<file path="src/logic/mdc_pkg.sv">
// Behaviour
// - Valid selector routes peripheral TX request to even, RX to odd channel.
// - Equal selector values: the lower selector field owns the routing.
// - Channel-on bit clears itself when the channel's transfer completes.
// - Request mode 0: memory-to-memory, starts as soon as channel-on is set.
// - Request mode 1: cycles start only on the routed peripheral request.
// - Requests level-sensitive by default; sense bit selects rising-edge start.
// - Data moves source to destination for the length, 8/16/32-bit width.
// - 16-bit index cleared at start, compared with length after each item.
// - Address is start plus index times increment flag times bus width.
// - Continue while start condition holds; stop when index equals length.
// - At stop clear channel-on unless request mode 1 with wraparound.
// - Peripheral channel waits after each item until request shows ready.
// - Wraparound restarts index at zero; request mode 0 always stops.
// - Interrupt when index equals interrupt count, before index increments.
// - Three-bit priority picks the channel; ties go to a running mem-to-mem channel, else to the lower channel number.
// - Memory-to-memory channel with idle bit and no memory-init bit is preempted by higher priority.
// - Memory-init bit locks the bus to a memory-to-memory channel until it completes.
// - Freeze-set write suspends all channels; freeze-reset write resumes.
// - Freeze also pauses memory-to-memory transfers mid-transfer.
// - Key protection turns channel 5 into a fixed key-to-cipher mover.
// - Burst mode marks accesses as four- or eight-beat incrementing bursts.
// - Six independent channels share the multiplexed peripheral requests.
package mdc_pkg;
  localparam int NCH   = 6;
  localparam int NPER  = 8;
  localparam int SELW  = 4;
  // Register map, byte addresses; channel block stride 0x20
  localparam logic [9:0] OFS_SRC     = 10'h000;
  localparam logic [9:0] OFS_DST     = 10'h004;
  localparam logic [9:0] OFS_LEN     = 10'h008;
  localparam logic [9:0] OFS_ICNT    = 10'h00c;
  localparam logic [9:0] OFS_CTRL    = 10'h010;
  localparam logic [9:0] OFS_IDX     = 10'h014;
  localparam logic [9:0] OFS_MUX     = 10'h100;
  localparam logic [9:0] OFS_FRZ_SET = 10'h104;
  localparam logic [9:0] OFS_FRZ_RST = 10'h108;
  localparam logic [9:0] OFS_FRZ_STS = 10'h10c;
  // Control field positions
  localparam int CB_ON    = 0;
  localparam int CB_BW    = 1;   // 2 bits: 0 byte, 1 half, 2 word
  localparam int CB_SINC  = 3;
  localparam int CB_DINC  = 4;
  localparam int CB_RMODE = 5;
  localparam int CB_WRAP  = 6;
  localparam int CB_PRIO  = 7;   // 3 bits
  localparam int CB_IDLE  = 10;
  localparam int CB_INIT  = 11;
  localparam int CB_SENSE = 12;
  localparam int CB_BURST = 13;  // 2 bits: 0 off, 1 four-beat, 2 eight-beat
  localparam logic [11:0] MUX_RESET = 12'hfff;
  localparam logic [15:0] IDX_RESET = 16'h0000;
  typedef enum logic [3:0] {
    ST_ARB   = 4'b0001,
    ST_READ  = 4'b0010,
    ST_WRITE = 4'b0100,
    ST_STEP  = 4'b1000
  } mdc_state_e;
endpackage : mdc_pkg

</file>
<file path="src/logic/mdc_dma.sv">
`timescale 1ns/1ns
`default_nettype none
module mdc_dma
  import mdc_pkg::*;
#(
  parameter logic [31:0] KEY_AREA_BASE = 32'h0000_0000,
  parameter logic [31:0] CIPHER_KEY_PORT = 32'h0000_0100
) (
  // Clock and reset
  input  wire logic              ref_clk,
  input  wire logic              reset,
  // Register port
  input  wire logic [9:0]        reg_addr,
  input  wire logic [31:0]       reg_wdata,
  input  wire logic              reg_wr,
  input  wire logic              reg_rd,
  output logic      [31:0]       reg_rdata,
  // Peripheral request pins and acknowledges
  input  wire logic [NPER-1:0]   periph_tx_req,
  input  wire logic [NPER-1:0]   periph_rx_req,
  output logic      [NPER-1:0]   periph_tx_ack,
  output logic      [NPER-1:0]   periph_rx_ack,
  // Configuration strap
  input  wire logic              key_protection_option,
  // Memory master
  output logic                   mem_req,
  output logic                   mem_write,
  output logic      [31:0]       mem_addr,
  output logic      [1:0]        mem_size,
  output logic      [1:0]        mem_burst,
  output logic                   mem_lock,
  output logic      [31:0]       mem_wdata,
  input  wire logic [31:0]       mem_rdata,
  input  wire logic              mem_ready,
  // Channel events
  output logic      [NCH-1:0]    chan_irq
);

  function automatic logic [31:0] addr_calc(input logic [31:0] start,
                                            input logic [15:0] idx,
                                            input logic        inc,
                                            input logic [1:0]  bw);
    logic [31:0] step;
    step = {16'h0000, idx} << bw;
    addr_calc = inc ? start + step : start;
  endfunction : addr_calc

  // Per-channel configuration
  logic [31:0] src_start [NCH];
  logic [31:0] dst_start [NCH];
  logic [15:0] xfer_len  [NCH];
  logic [15:0] int_cnt   [NCH];
  logic [15:0] xfer_idx  [NCH];
  logic [1:0]  bus_width [NCH];
  logic [2:0]  chan_prio [NCH];
  logic [1:0]  burst_sel [NCH];
  logic [NCH-1:0] chan_on, src_inc, dst_inc, req_trigger_mode;
  logic [NCH-1:0] wraparound_mode, idle_ok, mem_init, req_sense;
  logic [11:0] request_multiplexer;
  logic        freeze_channels;
  logic        key_s1, key_prot;

  // Engine
  mdc_state_e  state;
  logic [2:0]  cur;
  logic [31:0] data_q;
  logic [NCH-1:0] chan_ack;

  // Register decode
  logic [2:0] wr_ch;
  logic [9:0] wr_ofs;
  logic       wr_chan;
  assign wr_ch   = reg_addr[7:5];
  assign wr_ofs  = {5'h00, reg_addr[4:0]};
  assign wr_chan = ~reg_addr[8] && (wr_ch < 3'(NCH));

  // Peripheral pins cross into the clock domain through two flops
  logic [NPER-1:0] tx_s1, tx_s2, rx_s1, rx_s2;
  always_ff @(posedge ref_clk) begin
    if (reset) begin
      tx_s1 <= '0;
      tx_s2 <= '0;
      rx_s1 <= '0;
      rx_s2 <= '0;
    end else begin
      tx_s1 <= periph_tx_req;
      tx_s2 <= tx_s1;
      rx_s1 <= periph_rx_req;
      rx_s2 <= rx_s1;
    end
  end

  // Strap is synchronised, then held as a level
  always_ff @(posedge ref_clk) begin
    if (reset) begin
      key_s1   <= 1'b0;
      key_prot <= 1'b0;
    end else begin
      key_s1   <= key_protection_option;
      key_prot <= key_s1;
    end
  end

  // Request routing: selector k feeds channels 2k (TX) and 2k+1 (RX)
  logic [NCH-1:0] route_ok, chan_req, chan_req_d, edge_pend;
  logic [SELW-1:0] sel_of [NCH];
  always_comb begin
    for (int c = 0; c < NCH; c++) begin
      sel_of[c]   = request_multiplexer[(c/2)*SELW +: SELW];
      route_ok[c] = sel_of[c] < SELW'(NPER);
      for (int k = 0; k < c/2; k++)
        if (request_multiplexer[k*SELW +: SELW] == sel_of[c])
          route_ok[c] = 1'b0;
      chan_req[c] = 1'b0;
      if (route_ok[c])
        chan_req[c] = (c % 2 == 0) ? tx_s2[sel_of[c][2:0]]
                                   : rx_s2[sel_of[c][2:0]];
    end
  end

  // Acknowledges go back along the same route
  always_comb begin
    periph_tx_ack = '0;
    periph_rx_ack = '0;
    for (int c = 0; c < NCH; c++)
      if (route_ok[c] && chan_ack[c]) begin
        if (c % 2 == 0) periph_tx_ack[sel_of[c][2:0]] = 1'b1;
        else            periph_rx_ack[sel_of[c][2:0]] = 1'b1;
      end
  end

  // Arbitration result, declared early for the edge consumer
  logic [2:0] win;
  logic       win_ok, hold_cur;

  // Edge detection; a new edge wins over the consuming clear
  logic take;
  assign take = (state == ST_ARB) && !freeze_channels;
  always_ff @(posedge ref_clk) begin
    if (reset) begin
      chan_req_d <= '0;
      edge_pend  <= '0;
    end else begin
      chan_req_d <= chan_req;
      for (int c = 0; c < NCH; c++)
        edge_pend[c] <= (chan_req[c] && !chan_req_d[c])
                     || (edge_pend[c] && !(take && win_ok
                                           && win == 3'(c)));
    end
  end

  // Start condition per channel
  logic [NCH-1:0] want;
  always_comb begin
    for (int c = 0; c < NCH; c++)
      if (!req_trigger_mode[c])
        want[c] = chan_on[c];
      else
        want[c] = chan_on[c] && (req_sense[c] ? edge_pend[c]
                                              : chan_req[c]);
  end

  // Arbitration; a running mem-to-mem channel yields only upward
  logic [2:0] best_prio;
  assign hold_cur = chan_on[cur] && !req_trigger_mode[cur]
                 && (mem_init[cur] || !idle_ok[cur]);
  always_comb begin
    win       = cur;
    win_ok    = 1'b0;
    best_prio = 3'h0;
    if (want[cur] && !req_trigger_mode[cur]) begin
      win_ok    = 1'b1;
      best_prio = chan_prio[cur];
    end
    if (!hold_cur)
      for (int c = 0; c < NCH; c++)
        if (want[c] && (!win_ok || chan_prio[c] > best_prio)) begin
          win       = 3'(c);
          win_ok    = 1'b1;
          best_prio = chan_prio[c];
        end
  end

  // Freeze control
  always_ff @(posedge ref_clk) begin
    if (reset)
      freeze_channels <= 1'b0;
    else if (reg_wr && reg_addr == OFS_FRZ_SET && reg_wdata[0])
      freeze_channels <= 1'b1;
    else if (reg_wr && reg_addr == OFS_FRZ_RST && reg_wdata[0])
      freeze_channels <= 1'b0;
  end

  // Static configuration registers
  always_ff @(posedge ref_clk) begin
    if (reset) begin
      request_multiplexer <= MUX_RESET;
      for (int c = 0; c < NCH; c++) begin
        src_start[c] <= '0;
        dst_start[c] <= '0;
        xfer_len[c]  <= '0;
        int_cnt[c]   <= '0;
        bus_width[c] <= '0;
        chan_prio[c] <= '0;
        burst_sel[c] <= '0;
      end
      src_inc <= '0; dst_inc <= '0; req_trigger_mode <= '0;
      wraparound_mode <= '0; idle_ok <= '0; mem_init <= '0;
      req_sense <= '0;
    end else if (reg_wr) begin
      if (reg_addr == OFS_MUX)
        request_multiplexer <= reg_wdata[11:0];
      if (wr_chan) begin
        case (wr_ofs)
          OFS_SRC:  src_start[wr_ch] <= reg_wdata;
          OFS_DST:  dst_start[wr_ch] <= reg_wdata;
          OFS_LEN:  xfer_len[wr_ch]  <= reg_wdata[15:0];
          OFS_ICNT: int_cnt[wr_ch]   <= reg_wdata[15:0];
          OFS_CTRL: begin
            bus_width[wr_ch]        <= reg_wdata[CB_BW +: 2];
            src_inc[wr_ch]          <= reg_wdata[CB_SINC];
            dst_inc[wr_ch]          <= reg_wdata[CB_DINC];
            req_trigger_mode[wr_ch] <= reg_wdata[CB_RMODE];
            wraparound_mode[wr_ch]  <= reg_wdata[CB_WRAP];
            chan_prio[wr_ch]        <= reg_wdata[CB_PRIO +: 3];
            idle_ok[wr_ch]          <= reg_wdata[CB_IDLE];
            mem_init[wr_ch]         <= reg_wdata[CB_INIT];
            req_sense[wr_ch]        <= reg_wdata[CB_SENSE];
            burst_sel[wr_ch]        <= reg_wdata[CB_BURST +: 2];
          end
          default: ;
        endcase
      end
    end
  end

  // Effective addresses; the secure channel ignores software pointers
  logic [31:0] eff_src, eff_dst;
  logic        sec_cur;
  assign sec_cur = key_prot && (win == 3'd5);
  assign eff_src = sec_cur ? KEY_AREA_BASE : src_start[win];
  assign eff_dst = sec_cur ? CIPHER_KEY_PORT : dst_start[win];

  // Stop decision at the end of an item
  logic at_len, stop_off;
  assign at_len   = xfer_idx[cur] == xfer_len[cur];
  assign stop_off = !req_trigger_mode[cur]
                 || !wraparound_mode[cur];

  // Channel-on and index: software start, hardware completion
  logic ctrl_wr_on;
  assign ctrl_wr_on = reg_wr && wr_chan && wr_ofs == OFS_CTRL;
  always_ff @(posedge ref_clk) begin
    if (reset) begin
      chan_on <= '0;
      for (int c = 0; c < NCH; c++)
        xfer_idx[c] <= IDX_RESET;
    end else begin
      if (state == ST_STEP) begin
        if (!at_len)
          xfer_idx[cur] <= xfer_idx[cur] + 16'h0001;
        else if (stop_off)
          chan_on[cur] <= 1'b0;
        else
          xfer_idx[cur] <= IDX_RESET;
      end
      if (ctrl_wr_on) begin
        chan_on[wr_ch] <= reg_wdata[CB_ON];
        if (reg_wdata[CB_ON] && !chan_on[wr_ch])
          xfer_idx[wr_ch] <= IDX_RESET;
      end
    end
  end

  // Secure flag of the channel that owns the engine
  logic sec_cur_q;

  // Transfer engine: read one item, write it, then step the index
  always_ff @(posedge ref_clk) begin
    if (reset) begin
      state     <= ST_ARB;
      cur       <= '0;
      mem_write <= 1'b0;
      mem_addr  <= '0;
      mem_size  <= '0;
      mem_burst <= '0;
      mem_lock  <= 1'b0;
      mem_wdata <= '0;
      data_q    <= '0;
    end else begin
      case (state)
        ST_ARB: begin
          mem_lock <= hold_cur && mem_init[cur] && chan_on[cur];
          if (take && win_ok) begin
            cur       <= win;
            mem_write <= 1'b0;
            mem_addr  <= addr_calc(eff_src, xfer_idx[win],
                                   src_inc[win], bus_width[win]);
            mem_size  <= bus_width[win];
            mem_burst <= burst_sel[win];
            mem_lock  <= mem_init[win];
            state     <= ST_READ;
          end
        end
        ST_READ:
          if (mem_req && mem_ready) begin
            data_q    <= mem_rdata;
            mem_wdata <= mem_rdata;
            mem_write <= 1'b1;
            mem_addr  <= addr_calc(sec_cur_q ? CIPHER_KEY_PORT
                                             : dst_start[cur],
                                   xfer_idx[cur], dst_inc[cur],
                                   bus_width[cur]);
            state     <= ST_WRITE;
          end
        ST_WRITE:
          if (mem_req && mem_ready) begin
            mem_write <= 1'b0;
            state     <= ST_STEP;
          end
        ST_STEP:
          state <= ST_ARB;
        default:
          state <= ST_ARB;
      endcase
    end
  end

  assign sec_cur_q = key_prot && (cur == 3'd5);

  // Frozen engine stops issuing accesses, even mid-item
  assign mem_req = (state == ST_READ || state == ST_WRITE)
                && !freeze_channels;

  // Item completion events: interrupt before increment, peripheral ack
  always_ff @(posedge ref_clk) begin
    if (reset) begin
      chan_irq <= '0;
      chan_ack <= '0;
    end else begin
      chan_irq <= '0;
      chan_ack <= '0;
      if (state == ST_STEP) begin
        chan_irq[cur] <= xfer_idx[cur] == int_cnt[cur];
        chan_ack[cur] <= req_trigger_mode[cur];
      end
    end
  end

  // Read port: data stand in the cycle after the strobe
  always_ff @(posedge ref_clk) begin
    if (reset)
      reg_rdata <= '0;
    else if (reg_rd) begin
      reg_rdata <= '0;
      if (wr_chan)
        case (wr_ofs)
          OFS_SRC:  reg_rdata <= src_start[wr_ch];
          OFS_DST:  reg_rdata <= dst_start[wr_ch];
          OFS_LEN:  reg_rdata <= {16'h0000, xfer_len[wr_ch]};
          OFS_ICNT: reg_rdata <= {16'h0000, int_cnt[wr_ch]};
          OFS_IDX:  reg_rdata <= {16'h0000, xfer_idx[wr_ch]};
          OFS_CTRL: reg_rdata <= {17'h00000, burst_sel[wr_ch],
                       req_sense[wr_ch], mem_init[wr_ch], idle_ok[wr_ch],
                       chan_prio[wr_ch], wraparound_mode[wr_ch],
                       req_trigger_mode[wr_ch], dst_inc[wr_ch],
                       src_inc[wr_ch], bus_width[wr_ch], chan_on[wr_ch]};
          default:  reg_rdata <= '0;
        endcase
      else if (reg_addr == OFS_MUX)
        reg_rdata <= {20'h00000, request_multiplexer};
      else if (reg_addr == OFS_FRZ_STS)
        reg_rdata <= {31'h00000000, freeze_channels};
    end
  end

  // Checks
  logic step_q;
  logic [2:0] cur_q;
  always_ff @(posedge ref_clk) begin
    if (reset) begin
      step_q <= 1'b0;
      cur_q  <= '0;
    end else begin
      step_q <= state == ST_STEP;
      cur_q  <= cur;
    end
  end

  AST_ON_CLEAR: assert property (@(posedge ref_clk) disable iff (reset)
    (state == ST_STEP && at_len && stop_off && !ctrl_wr_on)
    |=> !chan_on[cur_q])
    else $error("channel stayed on after its final item");
  AST_WRAP: assert property (@(posedge ref_clk) disable iff (reset)
    (state == ST_STEP && at_len && !stop_off && !ctrl_wr_on)
    |=> chan_on[cur_q] && xfer_idx[cur_q] == 16'h0000)
    else $error("wraparound did not restart the index");
  AST_IDX_INC: assert property (@(posedge ref_clk) disable iff (reset)
    (state == ST_STEP && !at_len && !ctrl_wr_on)
    |=> xfer_idx[cur_q] == $past(xfer_idx[cur]) + 16'h0001)
    else $error("index did not advance by one");
  AST_IRQ: assert property (@(posedge ref_clk) disable iff (reset)
    step_q |-> chan_irq[cur_q] ==
      ($past(xfer_idx[cur]) == $past(int_cnt[cur])))
    else $error("interrupt does not match the interrupt count");
  AST_FREEZE: assert property (@(posedge ref_clk) disable iff (reset)
    freeze_channels |-> !mem_req)
    else $error("access issued while frozen");
  AST_READ_ADDR: assert property (@(posedge ref_clk) disable iff (reset)
    (state == ST_READ && !sec_cur_q) |-> mem_addr ==
      addr_calc(src_start[cur], xfer_idx[cur], src_inc[cur], bus_width[cur]))
    else $error("source address formed wrongly");
  AST_LOCK: assert property (@(posedge ref_clk) disable iff (reset)
    (take && hold_cur && mem_init[cur] && want[cur])
    |=> cur == $past(cur) && state == ST_READ)
    else $error("locked channel lost the bus");
  AST_ROUTE_TIE: assert property (@(posedge ref_clk) disable iff (reset)
    (request_multiplexer[3:0] == request_multiplexer[7:4]) |-> !route_ok[2])
    else $error("duplicate selector was routed");
  AST_PERIPH_GATE: assert property (@(posedge ref_clk) disable iff (reset)
    (take && win_ok && req_trigger_mode[win] && !req_sense[win])
    |-> chan_req[win])
    else $error("peripheral channel started without a request");

  COV_M2M_DONE: cover property (@(posedge ref_clk)
    state == ST_STEP && at_len && !req_trigger_mode[cur]);
  COV_WRAP: cover property (@(posedge ref_clk)
    state == ST_STEP && at_len && !stop_off);
  COV_FREEZE_MID: cover property (@(posedge ref_clk)
    state == ST_READ && freeze_channels);
  COV_PREEMPT: cover property (@(posedge ref_clk)
    take && win_ok && win != cur && chan_on[cur] && idle_ok[cur]);

endmodule : mdc_dma
`default_nettype wire

</file>
<file path="config.mk">
export PLATFORM = sky130hd
export DESIGN_NAME = mdc_dma
export DESIGN_NICKNAME = d
export VERILOG_FILES = /design/src/logic/mdc_pkg.sv /design/src/logic/mdc_dma.sv
export SDC_FILE = /design/constraint.sdc
export NUM_CORES = 2
export LEC_CHECK = 0
export BUFFER_PORTS_ARGS = -buffer_cell sky130_fd_sc_hd__buf_4
export CAP_MARGIN = 40
export CORE_MARGIN = 4
export CORE_UTILIZATION = 30
export DETAILED_ROUTE_END_ITERATION = 7
export PLACE_DENSITY = 0.56
export SLEW_MARGIN = 20
export SYNTH_ARGS = -nofsm -noshare
export SYNTH_HDL_FRONTEND = slang
export SYNTH_SLANG_ARGS = --single-unit
</file>
<file path="constraint.sdc">
create_clock -name ref_clk -period 27.2 [get_ports ref_clk]
set_clock_uncertainty 0.1 [all_clocks]
set_input_delay 2.72 -clock ref_clk [delete_from_list [all_inputs] [get_ports ref_clk]]
set_output_delay 2.72 -clock ref_clk [all_outputs]
set_load 0.03 [all_outputs]
</file>
==> metrics.txt <==
CTS-repair resized insts=0; global-route wire length before repair=363.2 mm; final hold violations=0; most used cell, CP=o21ai_0; final WL=255.6 mm; htree depth=4; Clk Latency, worst-skew pair=0.81 ns; highest clock rate=53.87 MHz; pwr/cell area=56.56 mW/mm2; RSZ-0062 raised after global routing=no; top layer in use=met5; CTS Buf Count=133; Pre-antenna DRT Iters=6; critical path data required time=27.75 ns; r2r setup slk=8.64 ns; most common cell after layout, fill and taps aside=edfxtp_1; number of global-route vias before repair=50190; # setup viols final=0; GP Congestion=0.9365; Residual DRC=0; syn_area_per_cell=10.70 um2; clock buffer depth=3; WL met1=100.0 mm; Tcrit/Tclk final=0.6825; Routed Antenna Nets=0; dominant synthesized flop cell=edfxtp_1; vias per cell=5.858; Die H=464.6 um; status=completed; commonest cells after routing, fill and taps aside=edfxtp_1, nand2_1, nor2_1; Crit Path Class=reg -> reg; clock root buffer=clkbuf_16; # rows=167; Final min period=18.56 ns; Starting Density=0.3017; hold_ws=0.3349 ns; sequential area share after synthesis=0.5106; routed length on met2=113.0 mm; hpwl dp=169.0 mm; ys async rst share=0; Sink Count=1183; filler instances=20650; Max Cap Violations=0; final net count=6212; Mapped Area=0.06253 mm2; Layout area overhead=16.42%; initial antenna violation count=33; proportion of layout cells with a drive suffix above 1=0.1580; peak supply drop=78.58 uV; Worst Tran Pin Value=1.036 ns; share of the synthesized area in the top cell type=0.3957; Global Route Usage Sum=0.2272; cells after synthesis=5845; setup TNS=0 ns; CTS Hold Buffers Added=0; Synth cell types=100; slowest stage delay, CP=0.80 ns; Clk pin slew, worst setup/hold paths=0.06 ns; die area=0.2158 mm2; GRT Residual Overflow=0; PnR Total Power=4.118 mW; synth top area cells=edfxtp_1, dfxtp_1, mux4_2; Vias=52540; total area of sequential cells=0.03194 mm2; CP endpoint kind=register; #FFs+latches synth=1183; Core Area=0.2073 mm2; DR WL met3=28.64 mm; HP Class=reg -> reg; Ports=221; Worst slew margin=0.3096; multi-input gate area in the final layout=0.02912 mm2; Ys Warns=0; cell taking the most area after synthesis=edfxtp_1; Post-synth EDFFs=824; DRT iter0 DRCs=7102; Buffers on Ports=220; Crit Path Max Fanout=75; Die Span X=464.6 um; Post-CTS Setup Bufs=0; largest net degree at the start of global routing=137; Slew Limit Fails=0; Startpoint Class=register; TritonCTS clock tree=yes; CP arrival=19.11 ns; mean routed wirelength per cell=28.49 um; Crit-path slowest cell=dfxtp_1; static leakage=25.72 nW
## layer usage
metal,up-vias,global-route usage
met4,30,0.1132
met5,-,0
met1,26080,0.2982
met2,3338,0.3470
met3,681,0.05847
li1,22410,-
## critical path, delay by kind of cell, from the launching register on
kind | cells | cell delay [ns]
buffers and inverters | 8 | 1.54
DFF | 1 | 0.80
adders and majority gates | 8 | 2.12
and+or+nand+nor | 19 | 3.51
xor gates and xnor gates | 1 | 0.19
muxes | 5 | 1.53
AOI/OAI and AO/OA | 39 | 8.41
## Yosys cell counts, drive strengths merged, types with 41 or more instances
master,n
edfxtp,824
nand2,624
nor2,514
clkbuf,375
dfxtp,359
and3,325
a22oi,319
a21oi,254
mux2i,192
mux4,176
nand3,176
a31oi,156
buf,151
a22o,116
inv,110
o21ai,102
mux2,98
a221oi,97
a211oi,83
and2,75
nor3,70
xor2,62
nor2b,60
ha,57
nand2b,56
o211ai,41
## path summary, 6_finish.rpt
check	startpoint	end	cells past startpoint
hold / removal	chan_req_d[5]	edge_pend[5]	1
hold reg to reg	chan_req_d[5]	edge_pend[5]	1
setup / recovery	request_multiplexer[2]	mem_addr[28]	80
setup reg to reg	request_multiplexer[2]	mem_addr[28]	80
## layout make-up
type / count / share of cell area
multi-input cells: 4228 / 0.4000
clock buffers: 172 / 0.04960
well taps: 2788 / 0.04792
inverters: 113 / 0.005861
flip-flops and latches: 1183 / 0.4388
repair buffers: 398 / 0.04841
diodes: 15 / 0.0005156
clock inverters: 72 / 0.008971
## registers in the layout (all words and copies together), names as in the netlist, 12 cells and up, named ones only
name	count
reg_rdata	32
xfer_len	128
burst_sel	16
src_start	256
request_multiplexer	12
mem_addr	32
bus_width	16
mem_wdata	32
int_cnt	128
chan_prio	24
xfer_idx	128
dst_start	256
## stage by stage
stage / cells / instance area (um2) / utilization / setup slack [ns]
3_5_place_dp: 8701 / 68370 / 0.3299 / 8.294
2_1_floorplan: 6050 / 63300 / - / 11.91
6_report: 8969 / 72800 / 0.3512 / 8.636
5_1_grt: 8960 / 72780 / 0.3511 / 6.993
4_1_cts: 8945 / 72640 / 0.3504 / 8.246
3_3_place_gp: 8656 / 67650 / 0.3264 / 8.406
## where the power goes
part / switching (mW) / internal, mW / total (mW)
clock network: 0.783 / 1.01 / 1.80
registers: 0.0422 / 1.99 / 2.03
logic: 0.199 / 0.0890 / 0.288
## cell families (layout without fill, tap and decap cells)
logic type                 count (synthesis)  after routing  synth area share
AOI/OAI and AO/OA                       1349           1349            0.1544
xor gates and xnor gates                  95             95           0.01331
adders and majority gates                 59             59           0.01205
buffers and inverters                    639            755           0.04090
DFF                                     1183           1183            0.5106
muxes                                    466            466            0.1119
other                                      1            221        0.00005997
and+or+nand+nor                         2053           2053            0.1568
No activity file was read; power rests on OpenSTA's default activity.
